## src/rtl/pcsu_pkg.sv

```systemverilog
// Package: register map, field positions and timing constants of the PHY control/status unit
package pcsu_pkg;
  localparam logic [4:0]  ADDR_BASIC_CTRL   = 5'h00;
  localparam logic [4:0]  ADDR_BASIC_STAT   = 5'h01;
  localparam logic [4:0]  ADDR_IRQ_STAT     = 5'h11;
  localparam logic [4:0]  ADDR_IRQ_CTRL     = 5'h12;
  localparam logic [4:0]  ADDR_TX100_CTRL   = 5'h13;
  localparam logic [4:0]  ADDR_SPECIAL_CTRL = 5'h14;
  localparam logic [4:0]  ADDR_LED_CFG      = 5'h1b;
  localparam int          BC_SW_RESET       = 15;
  localparam int          BC_POWERDOWN      = 11;
  localparam int          BS_REMOTE_FAULT   = 4;
  localparam int          BS_PRE_SUPP       = 6;
  localparam int          BS_LINK           = 2;
  localparam int          IC_OUT_EN         = 8;
  localparam int          IC_IRQ_EN         = 7;
  localparam int          IS_LINK_CHANGE    = 4;
  localparam int          IS_REMOTE_FAULT   = 1;
  localparam int          TX_ISOLATE        = 5;
  localparam int          TX_FEF_EN         = 6;
  localparam int          SC_PRE_SUPP       = 1;
  localparam int          LED_MODE_BIT      = 9;
  localparam logic [15:0] RST_BASIC_CTRL    = 16'h3000;
  localparam logic [15:0] RST_IRQ_CTRL      = 16'h0000;
  localparam logic [15:0] RST_TX100_CTRL    = 16'h00c0;
  localparam logic [15:0] RST_SPECIAL_CTRL  = 16'h0000;
  localparam logic [15:0] RST_LED_CFG       = 16'h0200;
  localparam int          PREAMBLE_BITS     = 32;
  localparam int          CLK_HZ            = 100_000_000;
  localparam int          LINK_BLINK_HZ     = 10;
  localparam int          ACT_BLINK_HZ      = 20;
  // Half period of each blink, rounded down
  localparam int          LINK_BLINK_CYC    = CLK_HZ / (2 * LINK_BLINK_HZ);
  localparam int          ACT_BLINK_CYC     = CLK_HZ / (2 * ACT_BLINK_HZ);
endpackage

```

## src/rtl/pcsu_sync.sv

```systemverilog
// Three-flop synchroniser with agreement filter for pin inputs
`timescale 1ns/1ps
`default_nettype none
module pcsu_sync #(
  parameter int          W   = 1,
  parameter logic [W-1:0] INIT = '0
) (
  input  wire logic         clk,
  input  wire logic         nrst,
  input  wire logic [W-1:0] din,
  output var  logic [W-1:0] dout
);
  typedef struct packed {
    logic [W-1:0] s1;
    logic [W-1:0] s2;
    logic [W-1:0] s3;
    logic [W-1:0] q;
  } pcsu_sync_s;
  pcsu_sync_s r;
  pcsu_sync_s next_r;
  always_comb begin
    next_r    = r;
    next_r.s1 = din;
    next_r.s2 = r.s1;
    next_r.s3 = r.s2;
    // A bit changes only once second and third stage agree
    for (int i = 0; i < W; i++) begin
      if (r.s2[i] == r.s3[i]) begin
        next_r.q[i] = r.s3[i];
      end
    end
  end
  always_ff @(posedge clk) begin
    if (!nrst) begin
      r <= {INIT, INIT, INIT, INIT};
    end else begin
      r <= next_r;
    end
  end
  assign dout = r.q;
endmodule
`default_nettype wire

```

## src/rtl/pcsu_top.sv

```systemverilog
// PHY control/status unit: management slave, power-down/irq pin, LEDs, reset, fibre fault
// How it works
// - shared pin is power-down input until output-enable
// - power-down tri-states line, LEDs, isolates MII
// - management access keeps working in power-down
// - clear bit, hw or sw reset leaves power-down
// - pin held low forces power-down
// - output-enable stops sensing pin as power-down
// - sources reach pin only if enabled and masked
// - pin drops combinationally on pending enabled interrupt
// - status low byte shows all pending sources
// - LED mode bit selects LED meanings
// - link blinks 10 Hz, activity 20 Hz
// - software reset bit self-clears after resetting registers
// - resets restore defaults; straps sampled at hardware reset
// - status reports suppression; special bit selects it
// - first frame needs 32-bit preamble, idle between
// - local fault sets code-word bit until negotiation
// - transmit isolation ignores MII, suppresses link pulses
// - fibre mode bypasses scrambler, MLT3, equaliser
// - signal-detect pair selects fibre, never negotiation
// - fibre far-end fault on; partner fault forces fail
`timescale 1ns/1ps
`default_nettype none
module pcsu_top
  import pcsu_pkg::*;
(
  input  wire logic clk,
  input  wire logic nrst,
  input  wire logic mdc,
  input  wire logic mdio_in,
  output var  logic mdio_out,
  output var  logic mdio_oe_n,
  input  wire logic powerdown_irq_pin_in,
  output var  logic powerdown_irq_pin_out,
  output var  logic powerdown_irq_pin_oe_n,
  input  wire logic signal_detect_pos,
  input  wire logic signal_detect_neg,
  input  wire logic [4:0] phy_addr_strap,
  input  wire logic an_en_strap,
  input  wire logic link_up,
  input  wire logic speed_100,
  input  wire logic full_duplex,
  input  wire logic activity,
  input  wire logic collision,
  input  wire logic rx_channel_fail,
  input  wire logic partner_fault_rx,
  input  wire logic local_fault,
  input  wire logic neg_complete,
  input  wire logic remote_fault_rx,
  output var  logic led_link,
  output var  logic led_speed,
  output var  logic led_act,
  output var  logic led_oe_n,
  output var  logic line_tx_oe_n,
  output var  logic mii_isolate,
  output var  logic link_pulse_suppress,
  output var  logic fibre_mode,
  output var  logic scramble_bypass,
  output var  logic tx_remote_fault_bit,
  output var  logic fef_tx,
  output var  logic link_fail_force
);
  typedef enum logic [3:0] {
    PCSU_IDLE = 4'b0001,
    PCSU_HDR  = 4'b0010,
    PCSU_DATA = 4'b0100,
    PCSU_WAIT = 4'b1000
  } pcsu_mstate_e;

  typedef struct packed {
    logic [15:0]  basic_ctrl;
    logic [15:0]  irq_control_reg;
    logic [7:0]   irq_pending;
    logic [15:0]  tx100_ctrl;
    logic [15:0]  special_ctrl;
    logic [15:0]  led_cfg;
    logic         rf_status;
    logic         link_prev;
    logic         rf_code;
    logic         strap_done;
    logic         an_strap;
    logic [4:0]   phy_addr;
    logic         mdc_prev;
    pcsu_mstate_e mstate;
    logic [5:0]   pre_cnt;
    logic         pre_seen;
    logic [5:0]   bit_cnt;
    logic [13:0]  hdr;
    logic [15:0]  shift;
    logic         mdio_out;
    logic         mdio_oe_n;
    logic [22:0]  link_tmr;
    logic         link_ph;
    logic [21:0]  act_tmr;
    logic         act_ph;
    logic         led_link;
    logic         led_speed;
    logic         led_act;
    logic         pd_out;
  } pcsu_s;

  pcsu_s r;
  pcsu_s next_r;
  logic [3:0] sync_q;
  logic       mdc_s;
  logic       mdio_s;
  logic       pin_s;
  logic       fibre_s;

  pcsu_sync #(.W(4), .INIT(4'b0110)) u_sync (
    .clk  (clk),
    .nrst (nrst),
    .din  ({mdc, mdio_in, powerdown_irq_pin_in, signal_detect_pos & ~signal_detect_neg}),
    .dout (sync_q)
  );
  assign {mdc_s, mdio_s, pin_s, fibre_s} = sync_q;

  function automatic logic [15:0] rd_reg(input pcsu_s s, input logic [4:0] a);
    logic [15:0] v;
    v = 16'h0000;
    unique case (a)
      ADDR_BASIC_CTRL:   v = s.basic_ctrl;
      ADDR_BASIC_STAT: begin
        v[BS_PRE_SUPP]     = 1'b1;
        v[BS_REMOTE_FAULT] = s.rf_status;
        v[BS_LINK]         = link_up & ~(fibre_s & partner_fault_rx);
      end
      ADDR_IRQ_STAT:     v = {8'h00, s.irq_pending};
      ADDR_IRQ_CTRL:     v = s.irq_control_reg;
      ADDR_TX100_CTRL:   v = s.tx100_ctrl;
      ADDR_SPECIAL_CTRL: v = s.special_ctrl;
      ADDR_LED_CFG:      v = s.led_cfg;
      default:           v = 16'h0000;
    endcase
    return v;
  endfunction

  logic powered_down;
  logic irq_active;
  logic mdc_rise;
  logic mdc_fall;
  logic [15:0] bc_rst;
  logic [13:0] hdr_full;
  logic        rf_event;

  always_comb begin
    // pin sensing ends once the output is enabled
    powered_down = r.basic_ctrl[BC_POWERDOWN]
                 | (~r.irq_control_reg[IC_OUT_EN] & ~pin_s);
    irq_active   = r.irq_control_reg[IC_IRQ_EN]
                 & |(r.irq_pending & r.irq_control_reg[7:0]);
    mdc_rise     = mdc_s & ~r.mdc_prev;
    mdc_fall     = ~mdc_s & r.mdc_prev;
    bc_rst       = RST_BASIC_CTRL;
    bc_rst[12]   = r.an_strap;
    // Header as it stands once the current bit is shifted in
    hdr_full     = {r.hdr[12:0], mdio_s};
    rf_event     = remote_fault_rx | (fibre_s & r.tx100_ctrl[TX_FEF_EN] & partner_fault_rx);
  end

  always_comb begin
    next_r          = r;
    next_r.mdc_prev = mdc_s;
    // straps captured on the first clock after reset release
    if (!r.strap_done) begin
      next_r.strap_done     = 1'b1;
      next_r.phy_addr       = phy_addr_strap;
      next_r.an_strap       = an_en_strap;
      next_r.basic_ctrl[12] = an_en_strap;
    end
    // Interrupt sources: set wins over clear-on-read below
    if (link_up != r.link_prev) begin
      next_r.irq_pending[IS_LINK_CHANGE] = 1'b1;
    end
    next_r.link_prev = link_up;
    // local fault held in code word until negotiation succeeds
    if (local_fault) begin
      next_r.rf_code = 1'b1;
    end else if (neg_complete) begin
      next_r.rf_code = 1'b0;
    end
    if (rf_event) begin
      next_r.rf_status = 1'b1;
      next_r.irq_pending[IS_REMOTE_FAULT] = 1'b1;
    end
    // Management frame engine; runs in power-down too
    unique case (r.mstate)
      PCSU_IDLE: begin
        next_r.mdio_oe_n = 1'b1;
        if (mdc_rise) begin
          if (mdio_s) begin
            if (r.pre_cnt != 6'(PREAMBLE_BITS)) begin
              next_r.pre_cnt = r.pre_cnt + 6'h01;
            end
          end else if (r.pre_seen | r.pre_cnt == 6'(PREAMBLE_BITS)) begin
            if (r.pre_cnt != 6'h00 | r.pre_seen) begin
              next_r.mstate  = PCSU_HDR;
              next_r.bit_cnt = 6'h00;
              next_r.hdr     = 14'h0000;
            end
            if (r.pre_cnt == 6'(PREAMBLE_BITS) & r.special_ctrl[SC_PRE_SUPP]) begin
              next_r.pre_seen = 1'b1;
            end
            next_r.pre_cnt = 6'h00;
          end else begin
            next_r.pre_cnt = 6'h00;
          end
        end
      end
      PCSU_HDR: begin
        if (mdc_rise) begin
          next_r.hdr     = {r.hdr[12:0], mdio_s};
          next_r.bit_cnt = r.bit_cnt + 6'h01;
          // ST second bit, OP(2), PHYAD(5), REGAD(5), TA first bit
          if (r.bit_cnt == 6'd13) begin
            if (hdr_full[13] != 1'b1 | hdr_full[10:6] != r.phy_addr) begin
              next_r.mstate  = PCSU_WAIT;
              next_r.bit_cnt = 6'h00;
            end else begin
              next_r.mstate  = PCSU_DATA;
              next_r.bit_cnt = 6'h00;
              if (hdr_full[12:11] == 2'b10) begin
                next_r.shift = rd_reg(r, hdr_full[5:1]);
              end
            end
          end
        end
      end
      PCSU_DATA: begin
        if (r.hdr[13:12] == 2'b11) begin
          // Read: drive TA zero then data, changing after falling edges
          if (mdc_fall) begin
            next_r.mdio_oe_n = 1'b0;
            next_r.mdio_out  = r.bit_cnt == 6'h00 ? 1'b0 : r.shift[15];
            if (r.bit_cnt != 6'h00) begin
              next_r.shift = {r.shift[14:0], 1'b0};
            end
            next_r.bit_cnt = r.bit_cnt + 6'h01;
            if (r.bit_cnt == 6'd17) begin
              next_r.mdio_oe_n = 1'b1;
              next_r.mstate    = PCSU_IDLE;
            end
          end
        end else if (mdc_rise) begin
          next_r.bit_cnt = r.bit_cnt + 6'h01;
          if (r.bit_cnt != 6'h00) begin
            next_r.shift = {r.shift[14:0], mdio_s};
          end
          if (r.bit_cnt == 6'd16) begin
            next_r.mstate = PCSU_IDLE;
            unique case (r.hdr[5:1])
              ADDR_BASIC_CTRL: next_r.basic_ctrl = {r.shift[14:0], mdio_s};
              ADDR_IRQ_CTRL:   next_r.irq_control_reg = {r.shift[14:0], mdio_s};
              ADDR_TX100_CTRL: next_r.tx100_ctrl = {r.shift[14:0], mdio_s};
              ADDR_SPECIAL_CTRL: next_r.special_ctrl = {r.shift[14:0], mdio_s};
              ADDR_LED_CFG:    next_r.led_cfg = {r.shift[14:0], mdio_s};
              default: ;
            endcase
          end
        end
      end
      PCSU_WAIT: begin
        // A foreign frame ends only after a full run of preamble ones
        if (mdc_rise & ~mdio_s) begin
          next_r.bit_cnt = 6'h00;
        end else if (mdc_rise) begin
          next_r.bit_cnt = r.bit_cnt + 6'h01;
          if (r.bit_cnt == 6'(PREAMBLE_BITS - 1)) begin
            next_r.mstate  = PCSU_IDLE;
            next_r.pre_cnt = 6'(PREAMBLE_BITS);
          end
        end
      end
      default: next_r.mstate = PCSU_IDLE;
    endcase
    // Reading the status register clears what was shown
    if (r.mstate == PCSU_HDR & mdc_rise & r.bit_cnt == 6'd13 & hdr_full[12:11] == 2'b10
        & hdr_full[5:1] == ADDR_IRQ_STAT & hdr_full[10:6] == r.phy_addr & hdr_full[13]) begin
      next_r.irq_pending = 8'h00;
      if (link_up != r.link_prev) begin
        next_r.irq_pending[IS_LINK_CHANGE] = 1'b1;
      end
      if (rf_event) begin
        next_r.irq_pending[IS_REMOTE_FAULT] = 1'b1;
      end
    end
    if (r.mstate == PCSU_HDR & mdc_rise & r.bit_cnt == 6'd13 & hdr_full[12:11] == 2'b10
        & hdr_full[5:1] == ADDR_BASIC_STAT & hdr_full[10:6] == r.phy_addr & hdr_full[13]) begin
      next_r.rf_status = rf_event;
    end
    // software reset restores defaults and self-clears
    if (r.basic_ctrl[BC_SW_RESET]) begin
      next_r.basic_ctrl      = bc_rst;
      next_r.irq_control_reg = RST_IRQ_CTRL;
      next_r.irq_pending     = 8'h00;
      next_r.tx100_ctrl      = RST_TX100_CTRL;
      next_r.special_ctrl    = RST_SPECIAL_CTRL;
      next_r.led_cfg         = RST_LED_CFG;
      next_r.rf_status       = 1'b0;
      next_r.rf_code         = 1'b0;
    end
    if (r.link_tmr == 23'(LINK_BLINK_CYC - 1)) begin
      next_r.link_tmr = 23'h000000;
      next_r.link_ph  = ~r.link_ph;
    end else begin
      next_r.link_tmr = r.link_tmr + 23'h000001;
    end
    if (r.act_tmr == 22'(ACT_BLINK_CYC - 1)) begin
      next_r.act_tmr = 22'h000000;
      next_r.act_ph  = ~r.act_ph;
    end else begin
      next_r.act_tmr = r.act_tmr + 22'h000001;
    end
    next_r.led_speed = speed_100;
    if (r.led_cfg[LED_MODE_BIT]) begin
      next_r.led_link = link_up & ~(activity & r.link_ph);
      if (collision) begin
        next_r.led_act = r.act_ph;
      end else begin
        next_r.led_act = full_duplex & link_up;
      end
    end else begin
      next_r.led_link = link_up;
      next_r.led_act  = activity & (full_duplex | r.act_ph);
    end
    next_r.pd_out = powered_down;
  end

  always_ff @(posedge clk) begin
    if (!nrst) begin
      r <= '{basic_ctrl: RST_BASIC_CTRL, irq_control_reg: RST_IRQ_CTRL, tx100_ctrl: RST_TX100_CTRL,
             special_ctrl: RST_SPECIAL_CTRL, led_cfg: RST_LED_CFG, mstate: PCSU_IDLE,
             mdio_oe_n: 1'b1, mdc_prev: 1'b0, default: '0};
    end else begin
      r <= next_r;
    end
  end

  assign mdio_out               = r.mdio_out;
  assign mdio_oe_n              = r.mdio_oe_n;
  // pin follows pending interrupt with no clock in the path
  assign powerdown_irq_pin_out  = ~irq_active;
  assign powerdown_irq_pin_oe_n = ~r.irq_control_reg[IC_OUT_EN];
  assign led_link               = r.led_link;
  assign led_speed              = r.led_speed;
  assign led_act                = r.led_act;
  assign led_oe_n               = r.pd_out;
  assign line_tx_oe_n           = r.pd_out | r.tx100_ctrl[TX_ISOLATE];
  assign mii_isolate            = r.pd_out | r.tx100_ctrl[TX_ISOLATE];
  assign link_pulse_suppress    = r.tx100_ctrl[TX_ISOLATE];
  assign fibre_mode             = fibre_s;
  assign scramble_bypass        = fibre_s;
  assign tx_remote_fault_bit    = r.rf_code;
  assign fef_tx                 = fibre_s & r.tx100_ctrl[TX_FEF_EN] & rx_channel_fail;
  assign link_fail_force        = fibre_s & r.tx100_ctrl[TX_FEF_EN] & partner_fault_rx;
endmodule
`default_nettype wire

```

## config.mk

```make
export PLATFORM = sky130hd
export DESIGN_NAME = pcsu_top
export DESIGN_NICKNAME = d
export VERILOG_FILES = /design/src/rtl/pcsu_pkg.sv /design/src/rtl/pcsu_sync.sv /design/src/rtl/pcsu_top.sv
export SDC_FILE = /design/constraint.sdc
export NUM_CORES = 1
export LEC_CHECK = 0
export ABC_AREA = 1
export BUFFER_PORTS_ARGS = -buffer_cell sky130_fd_sc_hd__buf_2
export CAP_MARGIN = 20
export CORE_ASPECT_RATIO = 1.4
export CORE_UTILIZATION = 62
export DETAILED_ROUTE_END_ITERATION = 12
export GPL_TIMING_DRIVEN = 0
export PLACE_DENSITY = 0.8
export SLEW_MARGIN = 20
export SYNTH_ARGS = -nofsm -noshare
export SYNTH_HDL_FRONTEND = slang
export SYNTH_SLANG_ARGS = --single-unit
```

## constraint.sdc

```tcl
create_clock -name clk -period 2.1 [get_ports clk]
set_clock_uncertainty 0.2 [all_clocks]
set_input_delay 0.42 -clock clk [delete_from_list [all_inputs] [get_ports clk]]
set_output_delay 0.42 -clock clk [all_outputs]
set_load 0.05 [all_outputs]
```

# After elaboration in Yosys (flattened, before gate mapping)
# Cells that the tools add are included.
# classes
add_sub_neg	4
mul	0
div_mod_pow	0
n_lt_le_gt_ge	0
n_eq_ne	50
shift	0
mux	77
bitwise	51
n_reduce_logical	32
# ops
operator	count
two-way mux 48 bit	4
two-way mux 16 bit	11
two-way mux 29 bit	4
two-way mux 86 bit	1
equality test 5 bit, second input constant	9
one-hot mux 9 bit (5 select lines)	1
two-way mux 4 bit	11
two-way mux 21 bit	2
two-way mux 6 bit	7
two-way mux 36 bit	1
one-hot mux 16 bit (2 select lines)	1
two-way mux 31 bit	1
two-way mux 10 bit	3
AND reduction 5 bit	6
one-hot mux 14 bit (2 select lines)	1
bitwise AND 1 bit	25
!= test 2 bit, second input constant	12
one-hot mux 6 bit (4 select lines)	1
adder 23 x 1 -> 23 bit, second input constant	1
equality test 23 bit, second input constant	1
adder 22 x 1 -> 22 bit, second input constant	1
equality test 22 bit, second input constant	1
two-way mux 20 bit	1
equality test 6 x 5 -> 1 bit, second input constant	3
other kinds (43)	105
# totals
regBits	209
latchBits	0
ram_bits	0
rom_bits	0
inputBits	23
output_inout_bits	16
wordCells	253
n_memories	0

# Logic depth before layout (Yosys ltp)
# Gate-level depths: netlist of run 1.
# depth
ltp_word	10
ltp_mapped	12
ltp_nobuf	12

# Modules after synthesis
# A second synthesis of run 1 with hierarchy kept.
# unflattened
cells_unflattened	1547
hier_area_um2	10354.9
# by_module_without_submodules
mod	n_inst	cells_each	area_per_inst_um2	seq_area_each_um2
pcsu_top	1	1482	9823.2	3863.7
pcsu_sync	1	65	531.8	320.3

# Least setup slack after synthesis of run 1
# Ideal clock, no wire load.
# synth_path
path_type	reg2reg
startpoint	register u_sync.r (netlist bit u_sync.dout[0])
endpoint	register r[110] in the netlist's numbering
setup_time_ps	71
arrival_time_ps	1873
required_time_ps	1829
slack_ps	-44
stages_incl_launch_ff	6
path_buffers	0
period_less_slack_ps	2144
path_cell_list	dfxtp_1 nand2_1 nor2_1 or2_2 inv_1 a21oi_1
# synth_between
elab_chain_cells	4
word_cells_on_any_way	5
cone_classes	1 x mux; 3 x bitwise; 1 x reduce/logical
# synth_rtl
item	line	text
start: declaration	pcsu_sync.sv:19	pcsu_sync_s r;
start signal: assignment	pcsu_sync.sv:35	r <= {INIT, INIT, INIT, INIT};
start signal: assignment	pcsu_sync.sv:37	r <= next_r;
bitwise AND 1 bit * (2 in series)	--	
net link_fail_force	pcsu_top.sv:62	output var logic link_fail_force
bitwise OR 1 bit *	pcsu_top.sv:159	rf_event = remote_fault_rx | (fibre_s & r.tx100_ctrl[TX_FEF_EN] & partner_fault_rx);
two-way mux 1 bit or nonzero test 2 bit (tied branches)	--	
end signal: assignment	pcsu_top.sv:332	r <= '{basic_ctrl: RST_BASIC_CTRL, irq_control_reg: RST_IRQ_CTRL, tx100_ctrl: RST_TX100_CTRL,
end signal: assignment	pcsu_top.sv:336	r <= next_r;
end: declaration	pcsu_top.sv:103	pcsu_s r;
# Mark *: on every way through the listed nets, which the timed path passes. The rest lies on a longest branch.
# A chain may end at the register's enable or synchronous reset.

# Worst setup path in the final report of run 1
# layout_path
startpoint	register r (netlist bit link_pulse_suppress)
endpoint	output mii_isolate
# layout_between
elab_chain_cells	1
# layout_rtl
item	line	text
bitwise OR 1 bit	pcsu_top.sv:350	assign mii_isolate = r.pd_out | r.tx100_ctrl[TX_ISOLATE];
end: declaration	pcsu_top.sv:56	output var logic mii_isolate,
# Every way passes these cells.

==> key figures, run 1 <==
Status
  • Outcome: finished, final reports clean

Global route
  • Initial antenna violation count: 0
  • First-pass GRT wire length: 50.3 mm
  • Met1 GRT Util: a little under 40%
  • Largest net degree at the start of global routing: 15
  • Met2 Resource Use GR: 68.0%
  • Gr usage total: 37.1%
  • Gr ovfl total: 0
  • Global routing usage on met3: 5.02%
  • Vias in the first global route: ~10000
  • Global route hottest layer: met2

Floorplan
  • Die width: ~110 um
  • IO Pins: 39
  • Core area: 0.0162 mm2
  • Die height: around 150 um
  • # rows: 55
  • Initial Util: a little under two thirds
  • Die ar.: 0.0171 mm2

Power and ir drop
  • PwrDens: 713 mW/mm2
  • Max VDD drop: 1240 uV
  • Tot Pwr: 8820 uW
  • Pleak: 0.00529 uW

Drt
  • Drt drc: 0
  • DR vias/cell: 5.82
  • Via count: 10599
  • DR WL/cell: 17.7 um
  • Routed WL: 32.3 mm
  • DRT iter0 DRCs: 1022
  • Antenna-violating nets left: 0
  • DRT Pass-1 Iters: 6

Yosys
  • Cell accounting for the most synthesized area: dfxtp_1
  • Yosys warns: 0
  • Synth unique cells: 40
  • Post-synth EDFFs: 0
  • Prevailing post-synth register cell: dfxtp_1
  • Most common cell in the netlist: nand2_1
  • Synthesized area: ~0.010 mm2
  • Synth top area share: 40.7%
  • Syn Inst Count: 1509
  • Flops & latches, synth: 209
  • Syn_nets: 1539
  • Largest cells by area after synthesis: dfxtp_1 (41%), nand2_1 (12%), a21oi_1 (7.6%)
  • Async S/R FF share, synth: 0%
  • Synth Area per Inst: 6.81 um2
  • Most instantiated cells after synthesis: nand2_1 (316), dfxtp_1 (209), nor2_1 (183), inv_1 (167), a21oi_1 (157)
  • Post-synthesis sequential area ratio: approximately 41%

Worst setup path
  • CP startpoint kind: flop
  • Reg-to-Reg Start: r[83]
  • Max FO, Critical Path: 4
  • Type of destination of the critical path: output pin
  • Crit path kind: flop to output pin
  • FF-to-FF path depth: 11
  • Reg2reg end: r[175]
  • Req. time, crit path: ~1.5 ns
  • Crit path arrival time: 1.47 ns
  • R2R setup slack: roughly 0.03 ns

Hold path
  • Hold-critical path depth: 3
  • Hold Crit Class: input port to flop
  • Worst Hold Path EP: r[104]
  • Hold path startpoint: phy_addr_strap[3]

Finish
  • # nets final: 1636
  • Final std cells w/o fill: 1821
  • Area of the multi-input gates: 0.00537 mm2
  • Sequential cell area: 0.00421 mm2
  • Filler cell count: 1281
  • Finished Core Util: 76.5%
  • Final antenna diode count: 0
  • Area Growth Syn to Fin: 20.3%
  • Layout cell share with drive strength beyond 1: 16.2%

STA
  • TNS Setup: 0 ns
  • RSZ-0062 raised after global routing: true
  • Tightest hold margin: 0.0367 ns
  • Fmax: 0.479 GHz
  • Hold Violations, Final: 0
  • Endpoints failing setup: 0
  • Slew HR: 37.9%
  • Slew at the pin with the worst max-slew slack: 0.932 ns
  • Clock period minus worst slack: between 2 and 2.5 ns
  • Final period util: 99.3%
  • Max Transition Viols Final: 0

Clocking
  • Clock sinks: approximately 210
  • CTS buffer count: 22
  • Clock latency at the later pin of the worst-skew pair: about 0.52 ns
  • Root Driver: clkbuf_16
  • # H-tree levels: 1
  • Maximum clock insertion buffer count: 3
  • Clk slew on worst S/H paths: 0.07 ns
  • TritonCTS clock tree: done

Placement
  • RD Place Congestion: 0.983
  • Hpwl dp: 22.5 mm
  • Input/output buffers: 38
  • Placed cell count: 1746

Run
  • Max_cap viols: 0
==> routing by layer <==
metal / up-vias / share of wire, %
met1: 4856 / 35
met5: - / 0
li1: 5119 / -
met3: 158 / 6.9
met2: 466 / 51
met4: 0 / 7.1
==> kinds of logic after synthesis <==
logic type,after synthesis,synth area share [%]
adders and majority gates,7,0.852
buffers and inverters,244,9.98
and+or+nand+nor,736,32.1
DFF,209,40.7
xor gates and xnor gates,13,1.11
AOI/OAI and AO/OA,300,15.3
==> what timing repair did <==
item | 4_1_cts | 5_1_grt
buffers inserted | 5 | 16
hold endpoints to repair | 13 | 0
hold buffers | 15 | 0
endpoints found under the setup margin | 126 | 151
gates cloned | 0 | 1
gates resized for setup | 43 | 129
pin swaps | 3 | 14
==> worst max-delay path, stage by stage (launching register included) <==
cell	delay [ns]
dfxtp_4	0.37
or2_2	0.30
buf_4	0.14
buf_6	0.14
==> report_power, final <==
group	switching, uW	leakage (uW)	total, uW	internal, uW
logic	186	0.00318	288	102
registers	25.9	0.00170	4030	4000
clock network	1650	0.000410	4500	2850
total	1870	0.00529	8820	6950
==> how the worst max path moves through the flow <==
stage / from / endpoint / cells past startpoint
floorplan: u_sync.dout[0] / fef_tx / 2
global placement: hdr_full[5] / r[66] / 10
detailed placement: r[83] / r[181] / 10
CTS: r[83] / r[154] / 11
global route: r[99] / r[175] / 10
finish: link_pulse_suppress / mii_isolate / 3
==> sequential cells by signal, indices dropped and copies added (netlist names), 4 cells and up <==
| register | flops |
|---|---|
| u_sync.r | 4 |
| hdr_full | 13 |
| u_sync.next_r | 8 |
| r | 171 |
| u_sync.dout | 4 |
==> layout make-up <==
class | count | share of cell area (%)
plain buffers | 64 | 3.76
clock buffers | 29 | 5.08
clock inverters | 11 | 1.74
inverters | 178 | 5.69
multi-input cells | 1056 | 43.4
flip-flops and latches | 209 | 34.0
well taps | 199 | 2.01
repair buffers | 75 | 4.33
==> through the flow <==
| stage | cell area [um2] | setup WS (ns) |
|---|---|---|
| floorplan | 10300 | -0.0212 |
| finish | 12400 | 0.0141 |
| global route | 12400 | -0.0211 |
| detailed placement | 10700 | -0.261 |
| CTS | 11900 | -0.00864 |
| global placement | 10700 | -0.256 |
==> cells in the final DEF, fill, tap and decap left out, types with 6 or more instances in the layout <==
cell type / netlist / layout
clkbuf_2: 0 / 9
o21a_1: 18 / 18
nand3_1: 87 / 83
inv_1: 167 / 164
clkbuf_1: 24 / 17
buf_2: 23 / 41
nand2_1: 316 / 309
nor2_4: 7 / 22
nor3_1: 29 / 27
nand4_1: 58 / 58
clkbuf_4: 0 / 12
dfxtp_2: 0 / 12
nand3b_1: 6 / 6
o21ai_2: 0 / 8
nor2_1: 183 / 167
o21ai_0: 112 / 97
dfxtp_1: 209 / 195
buf_4: 9 / 29
nand3_2: 2 / 6
inv_2: 7 / 9
nand2_2: 8 / 10
xor2_1: 9 / 9
clkbuf_16: 0 / 24
buf_6: 6 / 11
or2_2: 15 / 15
bufinv_16: 0 / 6
o21ai_1: 3 / 9
nand2_4: 4 / 6
nor2_2: 7 / 8
dlygate4sd3_1: 0 / 15
a21oi_1: 157 / 155
No activity file was read; power rests on OpenSTA's default activity.
==> inputs of run 2 (changes only) <==
--- a/config.mk
+++ b/config.mk
@@ -9,10 +9,11 @@
 export BUFFER_PORTS_ARGS = -buffer_cell sky130_fd_sc_hd__buf_2
 export CAP_MARGIN = 20
 export CORE_ASPECT_RATIO = 1.4
-export CORE_UTILIZATION = 62
+export CORE_MARGIN = 4
+export CORE_UTILIZATION = 67
 export DETAILED_ROUTE_END_ITERATION = 12
 export GPL_TIMING_DRIVEN = 0
-export PLACE_DENSITY = 0.8
+export PLACE_DENSITY = 0.85
 export SLEW_MARGIN = 20
 export SYNTH_ARGS = -nofsm -noshare
 export SYNTH_HDL_FRONTEND = slang
==> constraint.sdc (replaced) <==
create_clock -name clk -period 2.6 [get_ports clk]
set_clock_uncertainty 0.2 [all_clocks]
set_input_delay 0.52 -clock clk [delete_from_list [all_inputs] [get_ports clk]]
set_output_delay 0.52 -clock clk [all_outputs]
set_load 0.05 [all_outputs]
==> run 2 against run 1 <==
Against the previous run: utilization decreased by 0.42 points; clock power fell by 28%; final area fell by 7.4%; sequential power decreased by 19%.
==> key figures, run 2 (synthesis gave the netlist of run 1 again) <==
Worst setup path
  • Crit path largest cell delay: 0.43 ns (+0.06 ns)
  • Crit path kind: flop to flop
  • Crit path capture: r[59]
  • Max FO, Critical Path: 5 (+1)
  • Type of destination of the critical path: flop
  • FF-to-FF path depth: 11 (unchanged)
  • Reg-to-Reg Start: hdr_full[6]
  • Top cell by count, worst path: nand2_1
  • Req. time, crit path: 2.76 ns (+1.28 ns)
  • Critical Path Slowest Stage Cell: nor2_1
  • Worst path cell trace: inv_1 > nand2_1 > nand2_1 > nor2_1 > nand3_1 > nand2_1 > inv_1 > nor2_1 > nand2_1 > nand2_1 > nor2_1
  • CP Launch Point: hdr_full[6]
  • R2R setup slack: 0.15 ns (+0.12 ns)
  • Reg2reg end: r[59]
  • Crit path arrival time: 2.61 ns (+1.14 ns)
  • CP startpoint kind: flop

STA
  • Endpoints failing setup: 0 (unchanged)
  • Max Transition Viols Final: 0 (unchanged)
  • Hold Violations, Final: 0 (unchanged)
  • RSZ-0062 raised after global routing: false
  • Slew HR: 43.1% (+5.3 points)
  • Final period util: between 90% and 100%
  • TNS Setup: 0 ns (unchanged)
  • Clock period minus worst slack: between 2 and 2.5 ns
  • Fmax: 0.408 GHz
  • Slew at the pin with the worst max-slew slack: 0.853 ns (-0.0791 ns)

Finish
  • Sequential cell area: 0.00418 mm2 (-0.54%)
  • Highest-count cells in the layout ignoring fill and taps: nand2_1 (316), dfxtp_1 (209), nor2_1 (183)
  • Largest register FFs: 171 (unchanged)
  • Final std cells w/o fill: 1777 (-2.4%)
  • Layout cell share with drive strength beyond 1: 10.4% (-5.8 points)
  • Area of the multi-input gates: 0.00507 mm2 (-5.5%)
  • # nets final: 1601 (-2.1%)
  • Area Growth Syn to Fin: 11.4%
  • Final antenna diode count: 0 (unchanged)
  • Reg with most FFs: r
  • Filler cell count: 1266 (-1.2%)
  • Most common cell after layout, fill and taps aside: nand2_1

Clocking
  • TritonCTS clock tree: done
  • Post-CTS resize count: 0 (-100%)
  • # H-tree levels: 1 (unchanged)
  • Root Driver: clkbuf_16
  • Clk slew on worst S/H paths: 0.07 ns (about the same)
  • Hold Buf Count CTS: 1 (-14)
  • CTS buffer count: 21 (-4.5%)
  • Clock sinks: 209 (unchanged)
  • Maximum clock insertion buffer count: 3 (unchanged)
  • Setup repair bufs after CTS: 0 (-5)
  • Clock latency at the later pin of the worst-skew pair: 0.50 ns (-0.02 ns)

Floorplan
  • Die ar.: 0.0174 mm2 (+1.8%)
  • # rows: 53 (-3.6%)
  • Die height: 155 um (+0.13%)
  • IO Pins: 39 (unchanged)
  • Initial Util: 68.3% (+4.7 points)
  • Core area: 0.0151 mm2 (-6.9%)
  • Die width: 113 um (+1.7%)

Placement
  • Input/output buffers: 38 (unchanged)
  • RD Place Congestion: 1.04 (+5.4%)
  • Hpwl dp: 22.4 mm (about the same)
  • Placed cell count: 1739 (-0.40%)

Drt
  • Drt drc: 0 (unchanged)
  • DRT iter0 DRCs: 1152 (+13%)
  • DR vias/cell: 5.88 (+1.1%)
  • Via count: 10457 (-1.3%)
  • DR WL/cell: 17.5 um (-1.5%)
  • DRT Pass-1 Iters: 6 (unchanged)
  • Antenna-violating nets left: 0 (unchanged)
  • Routed WL: 31.0 mm (-3.9%)

Global route
  • Gr usage total: 35.1% (-2.0 points)
  • First-pass GRT wire length: 49.7 mm (-1.2%)
  • Initial antenna violation count: 0 (unchanged)
  • Gr ovfl total: 0 (unchanged)
  • Largest net degree at the start of global routing: 16 (+1)
  • Vias in the first global route: 10044 (-0.18%)

Hold path
  • Hold Crit Class: input port to flop

Power and ir drop
  • Pleak: 0.00493 uW (-6.8%)
  • Max VDD drop: 650 uV (-48%)
  • PwrDens: 584 mW/mm2 (-18%)

Status
  • Outcome: finished, final reports clean

Run
  • Max_cap viols: 0 (unchanged)
[run 2: cell types whose count changed in the layout (fill, tap and decap cells not counted), sizes merged]
cell         change
dlygate4sd3     -14
bufinv           -2
clkbuf          -17
clkinv           +5
clkinvlp         -1
buf              -7
inv              -1
[run 2: layout make-up]
type,instances,share of cell area (%)
Tap cell,192,2.10
Inverter,178,5.86
Multi-Input combinational cell,1056,44.3
Buffer,66,3.10
Sequential cell,209,36.5
Timing Repair Buffer,39,1.75
Clock inverter,12,1.45
Clock buffer,25,4.90
[run 2: power breakdown]
group | switching [uW] | internal, uW | leakage, uW | total (uW)
Combinational | 140 | 60.8 | 0.00288 | 201
Sequential | 18.6 | 3230 | 0.00169 | 3250
Clock | 1290 | 1940 | 0.000360 | 3230
[run 2: per-stage QoR]
step	power, uW	setup slack, ns	hold slack (ns)	util (%)	cell area [um2]
after floorplan	3440	0.389	0.190	-	10300
after global placement	3510	0.184	0.193	71.2	10700
after detailed placement	3520	0.151	0.201	71.2	10700
after CTS	6680	0.259	0.00404	76.1	11500
after global routing	6840	0.0722	0.0103	76.1	11500
final	6690	0.146	0.00467	76.1	11500
[run 2: how the worst min path moves through the flow]
stage,end,start,slack [ns],cells after the start
final,u_sync.next_r[11],mdc,0.005,3
after global routing,u_sync.next_r[9],powerdown_irq_pin_in,0.01,2
after CTS,u_sync.next_r[11],mdc,0.004,3
after detailed placement,u_sync.next_r[5],u_sync.next_r[9],0.20,1
after global placement,u_sync.next_r[7],u_sync.next_r[11],0.19,2
after floorplan,u_sync.next_r[4],u_sync.next_r[8],0.19,2
[run 2: layer usage]
layer | GRT usage (%) | share of wire [%]
met2 | 65.1 | 51
met5 | 0 | 0
met4 | 21.1 | 6.8
met1 | 37.0 | 35
met3 | 4.93 | 6.8
[run 2: critical path, delay by kind of cell (launching register included)]
family	cells	cell delay [ns]
simple gates	9	1.46
buf+inv	2	0.24
flops	1	0.42
